==> config.mk <==
export PLATFORM = sky130hd
export DESIGN_NAME = cfse_top
export DESIGN_NICKNAME = d
export VERILOG_FILES = /design/src/logic/cfse_top.v
export VERILOG_INCLUDE_DIRS = /design/src /design/src/logic
export SDC_FILE = /design/constraint.sdc
export NUM_CORES = 1
export LEC_CHECK = 0
export ABC_AREA = 1
export BUFFER_PORTS_ARGS = -buffer_cell sky130_fd_sc_hd__buf_2
export CORE_UTILIZATION = 60
export DETAILED_ROUTE_END_ITERATION = 7
export PLACE_DENSITY = 0.83
export SLEW_MARGIN = 20
export SYNTH_ARGS = -nofsm -noshare
export SYNTH_HDL_FRONTEND = slang
export SYNTH_SLANG_ARGS = --single-unit
==> constraint.sdc <==
create_clock -name clk -period 3.2 [get_ports clk]
set_input_delay 0.8 -clock clk [delete_from_list [all_inputs] [get_ports clk]]
set_output_delay 0.8 -clock clk [all_outputs]
set_load 0.01 [all_outputs]
==> src/logic/cfse_defines.vh <==
// Register map, field positions, reset values and counter steps of the CAN status block
`ifndef CFSE_DEFINES_VH
`define CFSE_DEFINES_VH

// ----------------------------------------
// Register byte offsets; the FIFO windows are codes of address bits 6:5
// ----------------------------------------
`define CFSE_OFS_CONTROL 7'h00
`define CFSE_OFS_ERR_FLAGS 7'h04
`define CFSE_OFS_ERR_COUNTS 7'h08
`define CFSE_OFS_IRQ_STATUS 7'h0C
`define CFSE_OFS_IRQ_ENABLE 7'h10
`define CFSE_OFS_IRQ_CLEAR 7'h14
`define CFSE_OFS_TX_REQUEST 7'h18
`define CFSE_OFS_FIFO_CFG 2'h1
`define CFSE_OFS_FIFO_STAT 2'h2

// ----------------------------------------
// Field positions
// ----------------------------------------
`define CFSE_CFG_DIR_BIT 7
`define CFSE_STAT_ABORT_BIT 3
`define CFSE_STAT_IDX_LSB 8
`define CFSE_IRQ_WARN_BIT 0
`define CFSE_IRQ_PASSIVE_BIT 1
`define CFSE_IRQ_BUS_OFF_BIT 2
`define CFSE_IRQ_ABORT_BIT 3
`define CFSE_CFG_DEPTH_LSB 0
`define CFSE_STAT_EF_BIT 2
`define CFSE_STAT_HALF_BIT 1
`define CFSE_STAT_SD_BIT 0
`define CFSE_FLAG_ANY_WARN_BIT 0
`define CFSE_FLAG_RX_WARN_BIT 1
`define CFSE_FLAG_TX_WARN_BIT 2
`define CFSE_FLAG_RX_PASSIVE_BIT 3
`define CFSE_FLAG_TX_PASSIVE_BIT 4
`define CFSE_FLAG_BUS_OFF_BIT 5

// ----------------------------------------
// Reset values
// ----------------------------------------
`define CFSE_RST_CONFIG_MODE 1'h1
`define CFSE_RST_DEPTH 5'h03
`define CFSE_RST_DIR 1'h0
`define CFSE_RST_BUS_OFF 1'h1

// ----------------------------------------
// Fault confinement thresholds and steps
// ----------------------------------------
`define CFSE_WARN_LOW 9'h05F
`define CFSE_PASSIVE_LOW 9'h07F
`define CFSE_BUS_OFF_LOW 9'h0FF
`define CFSE_ERR_STEP_MAJOR 9'h008
`define CFSE_REC_PASSIVE_RELOAD 8'h78
`define CFSE_REC_SAT_LIMIT 8'hF7

`endif

==> src/logic/cfse_top.v <==
// CAN FIFO status flags, message index and fault confinement status with Avalon-MM registers
`timescale 1ns/100ps
`include "cfse_defines.vh"

module cfse_top (
	input wire clk,
	input wire rst_n,
	input wire [6:0] avs_address,
	input wire avs_read,
	input wire avs_write,
	input wire [31:0] avs_writedata,
	input wire [3:0] avs_byteenable,
	output reg [31:0] avs_readdata,
	output reg avs_waitrequest,
	input wire [6:0] fifo_push,
	input wire [6:0] fifo_pop,
	input wire [6:0] fifo_msg_done,
	input wire [6:0] fifo_msg_abort,
	input wire [6:0] fifo_reset,
	input wire transmit_queue_reset,
	input wire tx_error,
	input wire tx_success,
	input wire rx_error,
	input wire rx_error_major,
	input wire rx_success,
	input wire bus_off_recovered,
	output reg irq,
	output reg tx_bus_off
);

// ----------------------------------------
// Bus slave
// ----------------------------------------
wire rd_cap;
wire wr_acc;
wire [2:0] sel;
wire cfg_hit;
wire stat_hit;
reg [31:0] rd_mux;
reg config_mode;
reg [3:0] irq_status;
reg [3:0] irq_enable;
reg [8:0] tec;
reg [7:0] rec;
wire [7:0] tec_view;
reg [5:0] err_flags;
wire [111:0] fifo_stat_all;
wire [55:0] fifo_cfg_all;
wire [6:0] abort_any;

// Read data is captured one edge before the accepting edge so it stands there
assign rd_cap = avs_read & avs_waitrequest;
assign wr_acc = avs_write & ~avs_waitrequest & avs_byteenable[0];
assign sel = avs_address[4:2];
assign cfg_hit = (avs_address[6:5] == `CFSE_OFS_FIFO_CFG) && (sel != 3'h7);
assign stat_hit = (avs_address[6:5] == `CFSE_OFS_FIFO_STAT) && (sel != 3'h7);

// Exactly one wait state per access, whatever the address
always @(posedge clk or negedge rst_n) begin
	if (!rst_n) begin
		avs_waitrequest <= 1'b1;
	end else begin
		avs_waitrequest <= ~((avs_read | avs_write) & avs_waitrequest);
	end
end

always @* begin
	rd_mux = 32'h00000000;
	if (avs_address == `CFSE_OFS_CONTROL) begin
		rd_mux[0] = config_mode;
	end else if (avs_address == `CFSE_OFS_ERR_FLAGS) begin
		rd_mux[5:0] = err_flags;
	end else if (avs_address == `CFSE_OFS_ERR_COUNTS) begin
		rd_mux[15:8] = tec_view;
		rd_mux[7:0] = rec;
	end else if (avs_address == `CFSE_OFS_IRQ_STATUS) begin
		rd_mux[3:0] = irq_status;
	end else if (avs_address == `CFSE_OFS_IRQ_ENABLE) begin
		rd_mux[3:0] = irq_enable;
	end else if (cfg_hit) begin
		rd_mux[7:0] = fifo_cfg_all[8*sel +: 8];
	end else if (stat_hit) begin
		rd_mux[15:0] = fifo_stat_all[16*sel +: 16];
	end
end

always @(posedge clk or negedge rst_n) begin
	if (!rst_n) begin
		avs_readdata <= 32'h00000000;
	end else if (rd_cap) begin
		avs_readdata <= rd_mux;
	end
end

// ----------------------------------------
// Write decode
// ----------------------------------------
reg wr_control;
reg wr_irq_enable;
reg wr_irq_clear;
reg wr_tx_request;
reg wr_fifo_cfg;

// Read-only and unmapped offsets match no branch, so writes there are dropped
always @* begin
	wr_control = 1'b0;
	wr_irq_enable = 1'b0;
	wr_irq_clear = 1'b0;
	wr_tx_request = 1'b0;
	wr_fifo_cfg = 1'b0;
	if (wr_acc) begin
		if (avs_address == `CFSE_OFS_CONTROL) begin
			wr_control = 1'b1;
		end else if (avs_address == `CFSE_OFS_IRQ_ENABLE) begin
			wr_irq_enable = 1'b1;
		end else if (avs_address == `CFSE_OFS_IRQ_CLEAR) begin
			wr_irq_clear = 1'b1;
		end else if (avs_address == `CFSE_OFS_TX_REQUEST) begin
			wr_tx_request = 1'b1;
		end else if (cfg_hit) begin
			wr_fifo_cfg = 1'b1;
		end
	end
end

// ----------------------------------------
// Control register
// ----------------------------------------
always @(posedge clk or negedge rst_n) begin
	if (!rst_n) begin
		config_mode <= `CFSE_RST_CONFIG_MODE;
	end else if (wr_control) begin
		config_mode <= avs_writedata[0];
	end
end

// ----------------------------------------
// Per FIFO status
// ----------------------------------------
genvar g;
generate
	for (g = 0; g < 7; g = g + 1) begin : fifo_g
		localparam [2:0] slot_sel = g;
		reg [4:0] depth;
		reg dir;
		reg [5:0] occ;
		reg [4:0] idx;
		reg abort_flag;
		wire [5:0] cap;
		wire [6:0] occ2;
		wire [6:0] cap2;
		wire empty;
		wire full;
		wire flag_ef;
		wire flag_half;
		wire flag_sd;
		wire cfg_wr;
		wire stat_rd;
		wire abort_clr;
		reg [7:0] cfg_word;
		reg [15:0] stat_word;

		assign cap = {1'b0, depth} + 6'h01;
		assign occ2 = {occ, 1'b0};
		assign cap2 = {1'b0, cap};
		assign empty = (occ == 6'h00);
		assign full = (occ >= cap);
		assign flag_ef = dir ? empty : full;
		assign flag_half = dir ? (occ2 <= cap2) : (occ2 >= cap2);
		assign flag_sd = dir ? ~full : ~empty;
		assign cfg_wr = wr_fifo_cfg && (sel == slot_sel);
		assign stat_rd = rd_cap && stat_hit && (sel == slot_sel);
		assign abort_clr = stat_rd | transmit_queue_reset |
			(wr_tx_request && avs_writedata[g]);
		assign fifo_cfg_all[8*g +: 8] = cfg_word;
		assign fifo_stat_all[16*g +: 16] = stat_word;
		assign abort_any[g] = fifo_msg_abort[g];

		always @* begin
			cfg_word = 8'h00;
			cfg_word[`CFSE_CFG_DEPTH_LSB +: 5] = depth;
			cfg_word[`CFSE_CFG_DIR_BIT] = dir;
		end

		// Unused status bits stay zero
		always @* begin
			stat_word = 16'h0000;
			stat_word[`CFSE_STAT_IDX_LSB +: 5] = idx;
			stat_word[`CFSE_STAT_ABORT_BIT] = abort_flag;
			stat_word[`CFSE_STAT_EF_BIT] = flag_ef;
			stat_word[`CFSE_STAT_HALF_BIT] = flag_half;
			stat_word[`CFSE_STAT_SD_BIT] = flag_sd;
		end

		always @(posedge clk or negedge rst_n) begin
			if (!rst_n) begin
				depth <= `CFSE_RST_DEPTH;
				dir <= `CFSE_RST_DIR;
			end else if (cfg_wr) begin
				depth <= avs_writedata[`CFSE_CFG_DEPTH_LSB +: 5];
				dir <= avs_writedata[`CFSE_CFG_DIR_BIT];
			end
		end

		// Occupancy saturates so a stray push or pop never wraps the flags
		always @(posedge clk or negedge rst_n) begin
			if (!rst_n) begin
				occ <= 6'h00;
			end else if (fifo_reset[g]) begin
				occ <= 6'h00;
			end else if (fifo_push[g] && !full && !(fifo_pop[g] && !empty)) begin
				occ <= occ + 6'h01;
			end else if (fifo_pop[g] && !empty && !(fifo_push[g] && !full)) begin
				occ <= occ - 6'h01;
			end else if (occ > cap) begin
				occ <= cap;
			end
		end

		always @(posedge clk or negedge rst_n) begin
			if (!rst_n) begin
				idx <= 5'h00;
			end else if (fifo_reset[g]) begin
				idx <= 5'h00;
			end else if (fifo_msg_done[g] || fifo_msg_abort[g]) begin
				idx <= (idx >= depth) ? 5'h00 : idx + 5'h01;
			end
		end

		// A new abort wins over a clear in the same cycle
		always @(posedge clk or negedge rst_n) begin
			if (!rst_n) begin
				abort_flag <= 1'b0;
			end else if (fifo_msg_abort[g]) begin
				abort_flag <= 1'b1;
			end else if (abort_clr) begin
				abort_flag <= 1'b0;
			end
		end
	end
endgenerate

// ----------------------------------------
// Fault confinement counters
// ----------------------------------------
wire tx_warn;
wire rx_warn;
wire tx_passive;
wire rx_passive;
wire boff;

assign boff = (tec > `CFSE_BUS_OFF_LOW) | config_mode;
assign tx_passive = (tec > `CFSE_PASSIVE_LOW);
assign rx_passive = ({1'b0, rec} > `CFSE_PASSIVE_LOW);
assign tx_warn = (tec > `CFSE_WARN_LOW) && !tx_passive;
assign rx_warn = ({1'b0, rec} > `CFSE_WARN_LOW) && !rx_passive;
// The view is one byte, so a bus-off count shows as all ones
assign tec_view = tec[8] ? 8'hFF : tec[7:0];

always @* begin
	err_flags = 6'h00;
	err_flags[`CFSE_FLAG_BUS_OFF_BIT] = boff;
	err_flags[`CFSE_FLAG_TX_PASSIVE_BIT] = tx_passive;
	err_flags[`CFSE_FLAG_RX_PASSIVE_BIT] = rx_passive;
	err_flags[`CFSE_FLAG_TX_WARN_BIT] = tx_warn;
	err_flags[`CFSE_FLAG_RX_WARN_BIT] = rx_warn;
	err_flags[`CFSE_FLAG_ANY_WARN_BIT] = tx_warn | rx_warn;
end

// The transmit counter freezes once bus-off; only the recovery sequence or config mode clears both counters
always @(posedge clk or negedge rst_n) begin
	if (!rst_n) begin
		tec <= 9'h000;
	end else if (config_mode || bus_off_recovered) begin
		tec <= 9'h000;
	end else if (tec > `CFSE_BUS_OFF_LOW) begin
		tec <= tec;
	end else if (tx_error) begin
		tec <= tec + `CFSE_ERR_STEP_MAJOR;
	end else if (tx_success && tec != 9'h000) begin
		tec <= tec - 9'h001;
	end
end

always @(posedge clk or negedge rst_n) begin
	if (!rst_n) begin
		rec <= 8'h00;
	end else if (config_mode || bus_off_recovered) begin
		rec <= 8'h00;
	end else if (rx_error_major) begin
		rec <= (rec > `CFSE_REC_SAT_LIMIT) ? 8'hFF : rec + 8'h08;
	end else if (rx_error) begin
		rec <= (rec == 8'hFF) ? 8'hFF : rec + 8'h01;
	end else if (rx_success && rx_passive) begin
		rec <= `CFSE_REC_PASSIVE_RELOAD;
	end else if (rx_success && rec != 8'h00) begin
		rec <= rec - 8'h01;
	end
end

// ----------------------------------------
// Interrupts
// ----------------------------------------
reg prev_warn;
reg prev_passive;
reg prev_boff;
wire [3:0] irq_event;
wire [3:0] irq_clr;

assign irq_event[`CFSE_IRQ_WARN_BIT] = err_flags[`CFSE_FLAG_ANY_WARN_BIT] & ~prev_warn;
assign irq_event[`CFSE_IRQ_PASSIVE_BIT] = (tx_passive | rx_passive) & ~prev_passive;
assign irq_event[`CFSE_IRQ_BUS_OFF_BIT] = boff & ~prev_boff;
assign irq_event[`CFSE_IRQ_ABORT_BIT] = |abort_any;
assign irq_clr = wr_irq_clear ? avs_writedata[3:0] : 4'h0;

// Bus-off history starts set so leaving reset in config mode raises no event
always @(posedge clk or negedge rst_n) begin
	if (!rst_n) begin
		prev_warn <= 1'b0;
		prev_passive <= 1'b0;
		prev_boff <= `CFSE_RST_BUS_OFF;
	end else begin
		prev_warn <= err_flags[`CFSE_FLAG_ANY_WARN_BIT];
		prev_passive <= tx_passive | rx_passive;
		prev_boff <= boff;
	end
end

always @(posedge clk or negedge rst_n) begin
	if (!rst_n) begin
		irq_status <= 4'h0;
	end else begin
		irq_status <= irq_event | (irq_status & ~irq_clr);
	end
end

always @(posedge clk or negedge rst_n) begin
	if (!rst_n) begin
		irq_enable <= 4'h0;
	end else if (wr_irq_enable) begin
		irq_enable <= avs_writedata[3:0];
	end
end

always @(posedge clk or negedge rst_n) begin
	if (!rst_n) begin
		irq <= 1'b0;
		tx_bus_off <= `CFSE_RST_BUS_OFF;
	end else begin
		irq <= |(irq_status & irq_enable);
		tx_bus_off <= boff;
	end
end

endmodule

* Yosys cells after proc, flatten, opt, wreduce, memory -nomap -nowiden *
Index checks and enable logic that the tools add are counted.

operators by class
  add/subtract/negate cells = 33
  reductions and logical operators = 132
  bitwise gates (word level) = 48
  muxes and demuxes = 135
  shift operators = 2
  eq/ne operators = 17
  magnitude comparators = 41

operators by type and width
  kind                 count
  $mux 6               29
  $mux 16              8
  $shiftx 112x8->16    1
  $mux 5               21
  $mux 8               10
  $logic_and 1x1->1    57
  $mux 1               56
  $shiftx 56x7->8      1
  $ge 7x6->1           7
  $le 7x6->1           7
  $add 5x1->6 const B  7
  $add 6x1->6 const B  7
  $ge 6x6->1           7
  $gt 6x6->1           7
  $logic_not 6->1      7
  $sub 6x1->6 const B  7
  $mux 9               4
  $add 5x1->5 const B  7
  $ge 5x5->1           7
  $logic_not 1->1      30
  $reduce_bool 2->1    14
  $reduce_bool 4->1    7
  $mux 12              2
  $eq 7x5->1 const B   3
  38 further kinds     95

word-level totals
  input port bits = 89
  word-level logic and storage cells = 454
  bits in registers = 173

* Longest topological paths before layout *
Gate-level depths: netlist of the first run.

  depth after elaboration = 18
  gate-level depth with buffers = 22
  depth with buffers taken out = 22

* Worst setup path after synthesis of the first run *
OpenSTA, ideal clock, no wires.

  path type = register -> register
  start = reg fifo_g[0].depth[0]
  end = reg fifo_g[0].occ[1]
  arrival time = 2.599 ns
  path slack = 0.473 ns
  cell stages (with the launch flop) = 16
  setup time = 0.128 ns
  path buffers = 2
  period minus slack after synthesis = 2.727 ns
  path through = dfstp_2 -> buf_2 -> nand4_1 -> or2_2 -> ha_1 -> nand2_1 -> nor2_1 -> nand3b_1 -> nand4_1 -> or2_1 -> buf_2 -> nand2_4 -> a21oi_2 -> nand2_2 -> nand2_4 -> o22ai_1

between the ends
  longest elaborated chain between the ends = 9

RTL lines
  item                    RTL line                        text
  start, declared         cfse_top.v:144                  reg [4:0] depth;
  start signal, assigned  cfse_top.v:197                  depth <= `CFSE_RST_DEPTH;
  start signal, assigned  cfse_top.v:200                  depth <= avs_writedata[`CFSE_CFG_DEPTH_LSB +: 5];
  $add 5x1->6 *           cfse_top.v:163                  assign cap = {1'b0, depth} + 6'h01;
  $ge 6x6->1              cfse_top.v:167                  assign full = (occ >= cap);
  $logic_not 1->1         cfse_top.v:211, cfse_top.v:213
  $logic_and 1x1->1       cfse_top.v:211, cfse_top.v:213
  $logic_not 1->1         cfse_top.v:213                  end else if (fifo_pop[g] && !empty && !(fifo_push[g] && !full)) begin
  $logic_and 1x1->1       cfse_top.v:213
  $mux 6                  cfse_top.v:213
  $mux 6                  cfse_top.v:211                  end else if (fifo_push[g] && !full && !(fifo_pop[g] && !empty)) begin
  $mux 6                  cfse_top.v:209                  end else if (fifo_reset[g]) begin
  end signal, assigned    cfse_top.v:212                  occ <= occ + 6'h01;
  end signal, assigned    cfse_top.v:214                  occ <= occ - 6'h01;
  end signal, assigned    cfse_top.v:216                  occ <= cap;
  end, declared           cfse_top.v:146                  reg [5:0] occ;

Every way passes the cells marked *; elsewhere a longest branch is shown, timed or not. The select of a mux whose other input is x is not followed.
A chain may end at the register's enable or synchronous reset.

* Worst setup path in the final report of the first run *
  start = reg fifo_g[2].depth[0]
  end = reg avs_readdata[2]

between the ends
  longest elaborated chain between the ends = 17

RTL lines
  item                    RTL line        text
  start, declared         cfse_top.v:144
  start signal, assigned  cfse_top.v:197
  start signal, assigned  cfse_top.v:200
  $add 5x1->6             cfse_top.v:163
  $ge 6x6->1              cfse_top.v:167
  $mux 1                  cfse_top.v:168  assign flag_ef = dir ? empty : full;
  $shiftx 112x8->16       cfse_top.v:83   rd_mux[15:0] = fifo_stat_all[16*sel +: 16];
  $mux 16                 cfse_top.v:82   end else if (stat_hit) begin
  $mux 16                 cfse_top.v:80   end else if (cfg_hit) begin
  $mux 16                 cfse_top.v:78   end else if (avs_address == `CFSE_OFS_IRQ_ENABLE) begin
  $mux 16                 cfse_top.v:76   end else if (avs_address == `CFSE_OFS_IRQ_STATUS) begin
  $mux 16                 cfse_top.v:73   end else if (avs_address == `CFSE_OFS_ERR_COUNTS) begin
  $mux 16                 cfse_top.v:71   end else if (avs_address == `CFSE_OFS_ERR_FLAGS) begin
  $mux 16                 cfse_top.v:69   if (avs_address == `CFSE_OFS_CONTROL) begin
  $mux 8                  cfse_top.v:80
  $mux 4                  cfse_top.v:78
  $mux 4                  cfse_top.v:76
  $mux 16                 cfse_top.v:73
  $mux 6                  cfse_top.v:71
  $mux 15                 cfse_top.v:69
  end signal, assigned    cfse_top.v:91   avs_readdata <= rd_mux;
  end, declared           cfse_top.v:13   output reg [31:0] avs_readdata,

No other way between the ends. The select of a mux whose other input is x is not followed.

==> flow_summary.html, run 1 <==
<table>
<tr><th>Metric</th><th>Value</th></tr>
<tr><th colspan="2">Final layout</th></tr>
<tr><td>Number of nets in the layout</td><td>2367</td></tr>
<tr><td>Share of layout cells above drive strength 1</td><td>11.0%</td></tr>
<tr><td>Utilization of the core after routing</td><td>67.6%</td></tr>
<tr><td>Filler Cells Inserted</td><td>2097</td></tr>
<tr><td>Leading cell type in the layout, fill and taps excluded</td><td>sky130_fd_sc_hd__nand2_1</td></tr>
<tr><td>Leading cell types in the layout, fill and taps excluded</td><td>sky130_fd_sc_hd__nand2_1 (497), sky130_fd_sc_hd__inv_1 (268), sky130_fd_sc_hd__o21ai_0 (180)</td></tr>
<tr><td>Post-synthesis to final-layout area growth</td><td>9.33%</td></tr>
<tr><th colspan="2">Clock tree</th></tr>
<tr><td>Clock buffer count from CTS</td><td>17</td></tr>
<tr><td>Worst skew pair latency</td><td>0.44 ns</td></tr>
<tr><td>CTS tree</td><td>built</td></tr>
<tr><td>Worst-path clk slew</td><td>0.07 ns</td></tr>
<tr><td>Clock sink count</td><td>173</td></tr>
<tr><td>Depth of the CTS H-tree</td><td>4</td></tr>
<tr><td>Buffer depth of the longest clock path</td><td>2</td></tr>
<tr><td>Clk Tree Root Cell</td><td>sky130_fd_sc_hd__clkbuf_16</td></tr>
<tr><th colspan="2">Timing</th></tr>
<tr><td>Crit share post-route</td><td>95.2%</td></tr>
<tr><td>Hold slack</td><td>0.349 ns</td></tr>
<tr><td>Final setup vio count</td><td>0</td></tr>
<tr><td>Hold violation total from the final report</td><td>0</td></tr>
<tr><td>Max-slew headroom</td><td>50.8%</td></tr>
<tr><td>Actual slew at the worst max-slew pin</td><td>0.738 ns</td></tr>
<tr><td>Unrepaired setup endpoints after global routing</td><td>no</td></tr>
<tr><td>Post-layout minimum cycle time</td><td>3.05 ns</td></tr>
<tr><td>Final sum of negative setup slack</td><td>0 ns</td></tr>
<tr><td>Final setup slack of the worst path</td><td>0.153 ns</td></tr>
<tr><td>Maximum clock skew at final layout</td><td>0.0114 ns</td></tr>
<tr><td>Peak Freq</td><td>328 MHz</td></tr>
<tr><td>Max-slew violation total from the final report</td><td>0</td></tr>
<tr><th colspan="2">Route</th></tr>
<tr><td>Antenna-violating nets left</td><td>0</td></tr>
<tr><td>Count of unresolved DRC violations after routing</td><td>0</td></tr>
<tr><td>Detailed-routing iteration count for the pre-antenna-repair pass</td><td>6</td></tr>
<tr><td>DR vias</td><td>14900</td></tr>
<tr><td>Overall routed net length</td><td>41.8 mm</td></tr>
<tr><td>Routed length per instance</td><td>16.7 microns</td></tr>
<tr><td>First-iteration detailed-routing DRC count</td><td>1403</td></tr>
<tr><td>Routed vias/inst</td><td>5.96</td></tr>
<tr><th colspan="2">Yosys</th></tr>
<tr><td>Post-synth EDFFs</td><td>0</td></tr>
<tr><td>Async set or reset register ratio after synthesis</td><td>100%</td></tr>
<tr><td>Mean area per synthesized cell</td><td>7.06 sq um</td></tr>
<tr><td>Portion of synthesized cell area occupied by the leading cell type</td><td>26.7%</td></tr>
<tr><td>Count of yosys warnings during synthesis</td><td>0</td></tr>
<tr><td>Synth Instances</td><td>2075</td></tr>
<tr><td>Most area-consuming cells after synthesis</td><td>sky130_fd_sc_hd__dfrtp_1 (27%), sky130_fd_sc_hd__nand2_1 (13%), sky130_fd_sc_hd__ha_1 (9.8%)</td></tr>
<tr><td>Register bit count reported by yosys</td><td>173</td></tr>
<tr><td>Cell accounting for the most synthesized area</td><td>sky130_fd_sc_hd__dfrtp_1</td></tr>
<tr><td>Ys flop type</td><td>sky130_fd_sc_hd__dfrtp_1</td></tr>
<tr><td>Seq/Total Area, Yosys</td><td>29.7%</td></tr>
<tr><td>Library cells used by synthesis</td><td>58</td></tr>
<tr><td>Syn Std Cell Area</td><td>0.0146 sq mm</td></tr>
<tr><th colspan="2">Critical path</th></tr>
<tr><td>Endpoint class of the critical path</td><td>flip-flop</td></tr>
<tr><td>Biggest fanout along the worst timing path</td><td>7</td></tr>
<tr><td>Start-to-end type of the worst setup path</td><td>flip-flop to flip-flop</td></tr>
<tr><td>Startpoint kind of the worst setup timing path</td><td>flip-flop</td></tr>
<tr><td>Crit path arrival time</td><td>3.44 ns</td></tr>
<tr><td>Reg2reg path depth</td><td>15</td></tr>
<tr><td>Required time at the endpoint of the critical path</td><td>3.59 ns</td></tr>
<tr><th colspan="2">Outcome</th></tr>
<tr><td>Status</td><td>complete, no violations</td></tr>
<tr><th colspan="2">Power</th></tr>
<tr><td>Part of the power in the clock network</td><td>18.3%</td></tr>
<tr><td>Peak supply drop</td><td>0.345 mV</td></tr>
<tr><td>Relative contribution of combinational cells to total power</td><td>53.7%</td></tr>
<tr><td>Cell internal pwr</td><td>0.00573 W</td></tr>
<tr><td>Static power due to leakage</td><td>7.92 nW</td></tr>
<tr><td>Portion of total power attributed to sequential cells</td><td>28.1%</td></tr>
<tr><td>Areal power density over the cells</td><td>686 mW/mm^2</td></tr>
<tr><td>Net switching power of the design</td><td>0.00526 W</td></tr>
<tr><td>Sw Ratio</td><td>47.9%</td></tr>
<tr><th colspan="2">Die</th></tr>
<tr><td>Floorplan die width</td><td>158 microns</td></tr>
<tr><td>Area of the die</td><td>0.0250 sq mm</td></tr>
<tr><td>Starting density of the core</td><td>61.8%</td></tr>
<tr><td>Row count</td><td>56</td></tr>
<tr><td>Area of the core</td><td>0.0237 sq mm</td></tr>
<tr><td>IO Count</td><td>124</td></tr>
<tr><td>Die H</td><td>158 microns</td></tr>
<tr><th colspan="2">Global routing</th></tr>
<tr><td>Antenna violations before repair</td><td>3</td></tr>
<tr><td>Global-route total usage across every layer</td><td>34.2%</td></tr>
<tr><td>First-pass GRT wire length</td><td>67.1 mm</td></tr>
<tr><td>Via count of the first global-routing pass</td><td>13700</td></tr>
<tr><td>Overflow after GRT</td><td>0</td></tr>
<tr><td>Maximum number of pins on one net before global-route repair</td><td>75</td></tr>
<tr><th colspan="2">Placement</th></tr>
<tr><td>Port bufs</td><td>80</td></tr>
<tr><td>Gp weighted congestion</td><td>0.964</td></tr>
<tr><td>HPWL after detailed placement</td><td>32.1 mm</td></tr>
<tr><td>Post-place setup slack</td><td>0.146 ns</td></tr>
<tr><th colspan="2">Run</th></tr>
<tr><td>Maximum Capacitance Violations</td><td>0</td></tr>
<tr><th colspan="2">Min path</th></tr>
<tr><td>Class of the tightest hold or removal check</td><td>primary input to asynchronous set/reset pin</td></tr>
</table>
[final timing paths]
path | startpoint | end | slack, ns
min reg2reg | prev_passive | irq_status[1] | 0.43
min | rst_n | fifo_g[4].occ[4] | 0.35
min in group clk | prev_passive | irq_status[1] | 0.43
max reg2reg | fifo_g[2].depth[0] | avs_readdata[2] | 0.15
max in group asynchronous | rst_n | avs_waitrequest | 2.03
max | fifo_g[2].depth[0] | avs_readdata[2] | 0.15
[cell families after synthesis]
group | Yosys count | synth area share, %
XOR/XNOR | 83 | 4.96
flip-flops | 173 | 29.7
other | 1 | 0.0256
buffers and inverters | 343 | 9.47
AO/OA/AOI/OAI | 418 | 17.4
adder cells (fa/ha/maj) | 115 | 9.83
AND/OR/NAND/NOR | 942 | 28.6
[synthesized netlist by cell type (all sizes together), types with 3 or more instances]
cell and n:
nand2 523, inv 281, o21ai 182, dfrtp 156
nand3 144, nor2 134, ha 115, a21oi 72
xor2 71, o22ai 56, nor3 53, nand4 49
buf 31, clkbuf 26, o221ai 21, dfstp 17
or2 15, xnor2 12, nand3b 11, o211ai 10
a21boi 9, a221oi 9, nor4 9, a31oi 8
o21a 8, o2111ai 6, o21bai 6, a22oi 5
clkinv 5, o31ai 5, o32ai 5, a32o 4
o311ai 4, nor3b 3
[state kept, by name, indices dropped and copies added, names as in the netlist, 7 cells and up]
| register | flops |
|---|---|
| fifo_g.dir | 7 |
| fifo_g.depth | 35 |
| rec | 8 |
| fifo_g.idx | 35 |
| fifo_g.occ | 42 |
| avs_readdata | 16 |
| tec | 9 |
| fifo_g.abort_flag | 7 |
[power groups by stage]
stage / logic (W) / registers (W) / clock network [W]
after floorplan: 0.00455 / 0.00290 / 0
after CTS: 0.00577 / 0.00306 / 0.00201
after detailed placement: 0.00573 / 0.00310 / 0
after global routing: 0.00659 / 0.00313 / 0.00209
after global placement: 0.00553 / 0.00309 / 0
final: 0.00590 / 0.00308 / 0.00200
[critical path, stage by stage, from the launching register on]
cell and delay [ns]:
sky130_fd_sc_hd__dfstp_2 0.62, sky130_fd_sc_hd__nand4_2 0.17, sky130_fd_sc_hd__or2_2 0.35, sky130_fd_sc_hd__ha_1 0.31, sky130_fd_sc_hd__nand2_1 0.07, sky130_fd_sc_hd__nor2_2 0.22
sky130_fd_sc_hd__nand3_2 0.16, sky130_fd_sc_hd__nand4_1 0.22, sky130_fd_sc_hd__nand3_1 0.12, sky130_fd_sc_hd__o21ai_0 0.22, sky130_fd_sc_hd__nand3_1 0.11, sky130_fd_sc_hd__nand2_1 0.08
sky130_fd_sc_hd__nand2_1 0.11, sky130_fd_sc_hd__nand4_1 0.11, sky130_fd_sc_hd__nand2_1 0.06, sky130_fd_sc_hd__nand2_1 0.05
[metrics by stage]
step	area, sq um	std cells	total power [W]
3_3_place_gp	15400	2462	0.00862
5_1_grt	16000	2496	0.0118
4_1_cts	16000	2494	0.0108
2_1_floorplan	14700	2090	0.00745
3_5_place_dp	15400	2462	0.00883
6_report	16000	2496	0.0110
[per-layer routing]
metal  vias to the layer above  track usage [%]  share of wire, %
met4                         2             12.1               3.1
li1                       7168                -                 -
met1                      6984             44.7                43
met2                       628             55.9                46
met5                         -                0             0.031
met3                       102             7.06               7.8
[timing repair]
item,CTS,global route
gates resized for setup,0,6
endpoints found under the setup margin,0,21
buffers inserted,0,1
hold buffers,0,0
[layout make-up]
type                       count  area [sq um]  share of cell area [%]
timing repair buffer         111           652                    4.07
tap                          319           399                    2.49
multi-input combinational   1574          8980                    56.1
antenna                        1          2.50                  0.0156
clock inverter                10          85.1                   0.531
clock buffer                  22           464                    2.90
inverter                     286          1070                    6.71
sequential                   173          4350                    27.2
(Power assumes the default switching activity.)
==> inputs of run 2 (changes only) <==
--- a/config.mk
+++ b/config.mk
@@ -9,8 +9,10 @@
 export ABC_AREA = 1
 export BUFFER_PORTS_ARGS = -buffer_cell sky130_fd_sc_hd__buf_2
 export CORE_UTILIZATION = 60
+export CTS_CLUSTER_SIZE = 16
 export DETAILED_ROUTE_END_ITERATION = 7
 export PLACE_DENSITY = 0.83
+export RECOVER_POWER = 50
 export SLEW_MARGIN = 20
 export SYNTH_ARGS = -nofsm -noshare
 export SYNTH_HDL_FRONTEND = slang
==> flow_summary.html, run 2 (synthesized netlist as in run 1, its figures left out) <==
<table>
<tr><th>Metric</th><th>Value</th></tr>
<tr><th colspan="2">Outcome</th></tr>
<tr><td>Status</td><td>finished, violations left (was complete, no violations)</td></tr>
<tr><td>Violated checks</td><td>capacitance limit, slew limit</td></tr>
<tr><th colspan="2">Final layout</th></tr>
<tr><td>Largest reg by FF count</td><td>fifo_g.occ (unchanged)</td></tr>
<tr><td>Max FFs per register</td><td>42 (unchanged)</td></tr>
<tr><td>Count of non-filler cells in the finished layout</td><td>2497 (was 2496)</td></tr>
<tr><td>Number of nets in the layout</td><td>2367 (unchanged)</td></tr>
<tr><td>Leading cell type in the layout, fill and taps excluded</td><td>sky130_fd_sc_hd__nand2_1 (unchanged)</td></tr>
<tr><td>Post-synthesis to final-layout area growth</td><td>9.17% (was 9.33%)</td></tr>
<tr><td>Utilization of the core after routing</td><td>67.5% (was 67.6%)</td></tr>
<tr><td>Share of layout cells above drive strength 1</td><td>10.6% (was 11.0%)</td></tr>
<tr><td>Leading cell types in the layout, fill and taps excluded</td><td>sky130_fd_sc_hd__nand2_1 (497), sky130_fd_sc_hd__inv_1 (268), sky130_fd_sc_hd__o21ai_0 (180) (unchanged)</td></tr>
<tr><td>Top flop regs</td><td>fifo_g.occ (42), fifo_g.depth (35), fifo_g.idx (35) (unchanged)</td></tr>
<tr><th colspan="2">Timing</th></tr>
<tr><td>Hold violation total from the final report</td><td>0 (unchanged)</td></tr>
<tr><td>Max-slew violation total from the final report</td><td>74 (was 0)</td></tr>
<tr><td>Max-slew headroom</td><td>-31.9% (was 50.8%)</td></tr>
<tr><td>Maximum clock skew at final layout</td><td>0.0130 ns (was 0.0114 ns)</td></tr>
<tr><td>Post-layout minimum cycle time</td><td>3.05 ns (about the same)</td></tr>
<tr><td>Actual slew at the worst max-slew pin</td><td>1.98 ns (was 0.738 ns)</td></tr>
<tr><td>Unrepaired setup endpoints after global routing</td><td>no (unchanged)</td></tr>
<tr><td>Final sum of negative setup slack</td><td>0 ns (unchanged)</td></tr>
<tr><td>Peak Freq</td><td>328 MHz (about the same)</td></tr>
<tr><td>Final setup vio count</td><td>0 (unchanged)</td></tr>
<tr><td>Crit share post-route</td><td>95.3% (was 95.2%)</td></tr>
<tr><th colspan="2">Clock tree</th></tr>
<tr><td>Clock sink count</td><td>173 (unchanged)</td></tr>
<tr><td>Worst skew pair latency</td><td>0.44 ns (about the same)</td></tr>
<tr><td>Worst-path clk slew</td><td>0.07 ns (about the same)</td></tr>
<tr><td>CTS hold repair buffers</td><td>0 (unchanged)</td></tr>
<tr><td>CTS tree</td><td>built (unchanged)</td></tr>
<tr><td>Clk Tree Root Cell</td><td>sky130_fd_sc_hd__clkbuf_16 (unchanged)</td></tr>
<tr><td>Depth of the CTS H-tree</td><td>4 (unchanged)</td></tr>
<tr><td>Buffer depth of the longest clock path</td><td>2 (unchanged)</td></tr>
<tr><td>Clock buffer count from CTS</td><td>17 (unchanged)</td></tr>
<tr><th colspan="2">Route</th></tr>
<tr><td>Antenna-violating nets left</td><td>0 (unchanged)</td></tr>
<tr><td>DR vias</td><td>14900 (about the same)</td></tr>
<tr><td>Detailed-routing iteration count for the pre-antenna-repair pass</td><td>7 (was 6)</td></tr>
<tr><td>Overall routed net length</td><td>41.8 mm (about the same)</td></tr>
<tr><td>First-iteration detailed-routing DRC count</td><td>1394 (was 1403)</td></tr>
<tr><td>Routed vias/inst</td><td>5.95 (was 5.96)</td></tr>
<tr><td>Count of unresolved DRC violations after routing</td><td>0 (unchanged)</td></tr>
<tr><td>Routed length per instance</td><td>16.7 microns (about the same)</td></tr>
<tr><th colspan="2">Global routing</th></tr>
<tr><td>Antenna violations before repair</td><td>3 (unchanged)</td></tr>
<tr><td>Via count of the first global-routing pass</td><td>13700 (unchanged)</td></tr>
<tr><td>Global-route total usage across every layer</td><td>34.2% (unchanged)</td></tr>
<tr><td>Maximum number of pins on one net before global-route repair</td><td>75 (unchanged)</td></tr>
<tr><td>Overflow after GRT</td><td>0 (unchanged)</td></tr>
<tr><td>First-pass GRT wire length</td><td>67.1 mm (unchanged)</td></tr>
<tr><th colspan="2">Critical path</th></tr>
<tr><td>Critical R2R Launch</td><td>fifo_g[2].depth[0] (unchanged)</td></tr>
<tr><td>Startpoint kind of the worst setup timing path</td><td>flip-flop (unchanged)</td></tr>
<tr><td>Register-to-register path setup slack</td><td>0.15 ns (about the same)</td></tr>
<tr><td>Biggest fanout along the worst timing path</td><td>7 (unchanged)</td></tr>
<tr><td>Crit path arrival time</td><td>3.44 ns (about the same)</td></tr>
<tr><td>Cell with the largest stage delay on the worst path</td><td>sky130_fd_sc_hd__dfstp_2 (unchanged)</td></tr>
<tr><td>Library cell appearing most often on the critical path</td><td>sky130_fd_sc_hd__nand2_1 (unchanged)</td></tr>
<tr><td>End of the worst register-to-register path</td><td>avs_readdata[2] (unchanged)</td></tr>
<tr><td>Reg2reg path depth</td><td>15 (unchanged)</td></tr>
<tr><td>Combined buffer and inverter count along the critical path</td><td>0 (unchanged)</td></tr>
<tr><td>Gate family responsible for the most delay along the worst path</td><td>simple AND/OR/NAND/NOR gates (unchanged)</td></tr>
<tr><td>Start-to-end type of the worst setup path</td><td>flip-flop to flip-flop (unchanged)</td></tr>
<tr><td>Crit path cell chain</td><td>nand4_2 -&gt; or2_2 -&gt; ha_1 -&gt; nand2_1 -&gt; nor2_2 -&gt; nand3_2 -&gt; nand4_1 -&gt; nand3_1 -&gt; o21ai_0 -&gt; nand3_1 -&gt; nand2_1 -&gt; nand2_1 -&gt; nand4_1 -&gt; nand2_1 -&gt; nand2_1 (unchanged)</td></tr>
<tr><td>Endpoint class of the critical path</td><td>flip-flop (unchanged)</td></tr>
<tr><td>Maximum cell stage delay along the critical path</td><td>0.62 ns (about the same)</td></tr>
<tr><td>Required time at the endpoint of the critical path</td><td>3.59 ns (about the same)</td></tr>
<tr><th colspan="2">Die</th></tr>
<tr><td>Row count</td><td>56 (unchanged)</td></tr>
<tr><td>Area of the die</td><td>0.0250 sq mm (unchanged)</td></tr>
<tr><td>Starting density of the core</td><td>61.8% (unchanged)</td></tr>
<tr><td>Floorplan die width</td><td>158 microns (unchanged)</td></tr>
<tr><td>IO Count</td><td>124 (unchanged)</td></tr>
<tr><td>Die H</td><td>158 microns (unchanged)</td></tr>
<tr><td>Area of the core</td><td>0.0237 sq mm (unchanged)</td></tr>
<tr><th colspan="2">Power</th></tr>
<tr><td>Net switching power of the design</td><td>0.00525 W (was 0.00526 W)</td></tr>
<tr><td>Relative contribution of combinational cells to total power</td><td>53.7% (about the same)</td></tr>
<tr><td>Sum of internal, switching and leakage power</td><td>0.0110 W (about the same)</td></tr>
<tr><td>Areal power density over the cells</td><td>686 mW/mm^2 (about the same)</td></tr>
<tr><td>Sw Ratio</td><td>47.8% (was 47.9%)</td></tr>
<tr><td>Part of the power in the clock network</td><td>18.3% (about the same)</td></tr>
<tr><td>Peak supply drop</td><td>0.343 mV (was 0.345 mV)</td></tr>
<tr><td>Portion of total power attributed to sequential cells</td><td>28.1% (about the same)</td></tr>
<tr><td>Cell internal pwr</td><td>0.00572 W (was 0.00573 W)</td></tr>
<tr><td>Static power due to leakage</td><td>7.88 nW (was 7.92 nW)</td></tr>
<tr><th colspan="2">Placement</th></tr>
<tr><td>Gp weighted congestion</td><td>0.964 (unchanged)</td></tr>
<tr><td>Port bufs</td><td>80 (unchanged)</td></tr>
<tr><td>HPWL after detailed placement</td><td>32.1 mm (unchanged)</td></tr>
<tr><td>Number of placed instances, taps included</td><td>2462 (unchanged)</td></tr>
<tr><th colspan="2">Min path</th></tr>
<tr><td>Class of the tightest hold or removal check</td><td>flip-flop to flip-flop (was primary input to asynchronous set/reset pin)</td></tr>
<tr><td>Cell depth of the worst min-delay path</td><td>1</td></tr>
<tr><td>Hold Crit Start</td><td>prev_passive</td></tr>
<tr><td>Hold Crit Endpoint</td><td>irq_status[1]</td></tr>
<tr><th colspan="2">Run</th></tr>
<tr><td>Maximum Capacitance Violations</td><td>1 (was 0)</td></tr>
</table>
==> run 2: cell types whose count changed in the layout (fill, tap and decap cells not counted), sizes merged <==
cell,change
buf,-11
clkbuf,+11
diode,+1
==> run 2: final cells by class <==
type,instances,area (sq um)
flip-flops and latches,173,4350
repair buffers,111,626
clock inverters,10,85.1
inverters,286,1070
well taps,319,399
clock buffers,22,464
multi-input cells,1574,8980
diodes,2,5.00
fillers,2106,7700
==> run 2: power groups by stage <==
stage          registers [W]  clock network, W  logic (W)
2_1_floorplan        0.00290                 0    0.00455
4_1_cts              0.00306           0.00201    0.00577
6_report             0.00308           0.00200    0.00589
5_1_grt              0.00313           0.00209    0.00659
3_3_place_gp         0.00309                 0    0.00553
3_5_place_dp         0.00310                 0    0.00573
==> run 2: how the worst max path moves through the flow <==
stage | from | endpoint | slack (ns) | cells after the start
2_1_floorplan | fifo_g[0].depth[0] | fifo_g[0].occ[1] | 0.47 | 15
3_3_place_gp | fifo_g[2].depth[0] | fifo_g[2].occ[2] | 0.25 | 15
3_5_place_dp | fifo_g[2].depth[0] | fifo_g[2].occ[2] | 0.15 | 15
4_1_cts | fifo_g[2].depth[0] | fifo_g[2].occ[2] | 0.14 | 15
5_1_grt | fifo_g[2].depth[0] | avs_readdata[0] | 0.001 | 16
6_report | fifo_g[2].depth[0] | avs_readdata[2] | 0.15 | 15
==> run 2: through the flow <==
step / instance area, sq um / hold WS (ns) / setup slack, ns
after floorplan: 14700 / 0.410 / 0.473
after global placement: 15400 / 0.417 / 0.248
after detailed placement: 15400 / 0.423 / 0.146
after CTS: 16000 / 0.396 / 0.141
after global routing: 16000 / 0.468 / 0.00139
final: 16000 / 0.432 / 0.149
==> run 2: metal layers <==
metal  vias to the layer above  track usage, %  routed length [microns]
met4                         0            12.1                     1210
li1                       7180               -                        -
met1                      6931            44.7                    17700
met5                         -               0                        0
met2                       655            55.9                    19300
met3                        94            7.06                     3590
==> run 2: what timing repair did <==
item,in CTS,in global routing
endpoints found under the hold margin,0,0
setup buffers,0,1
setup endpoints to repair,0,21
gates resized for setup,0,6
==> run 2: worst register-to-register path, delay by kind of cell, from the launching register on <==
| family | cells | cell delay, ns |
|---|---|---|
| fa+ha+maj | 1 | 0.31 |
| compound gates | 1 | 0.22 |
| simple gates | 13 | 1.84 |
| flops | 1 | 0.62 |
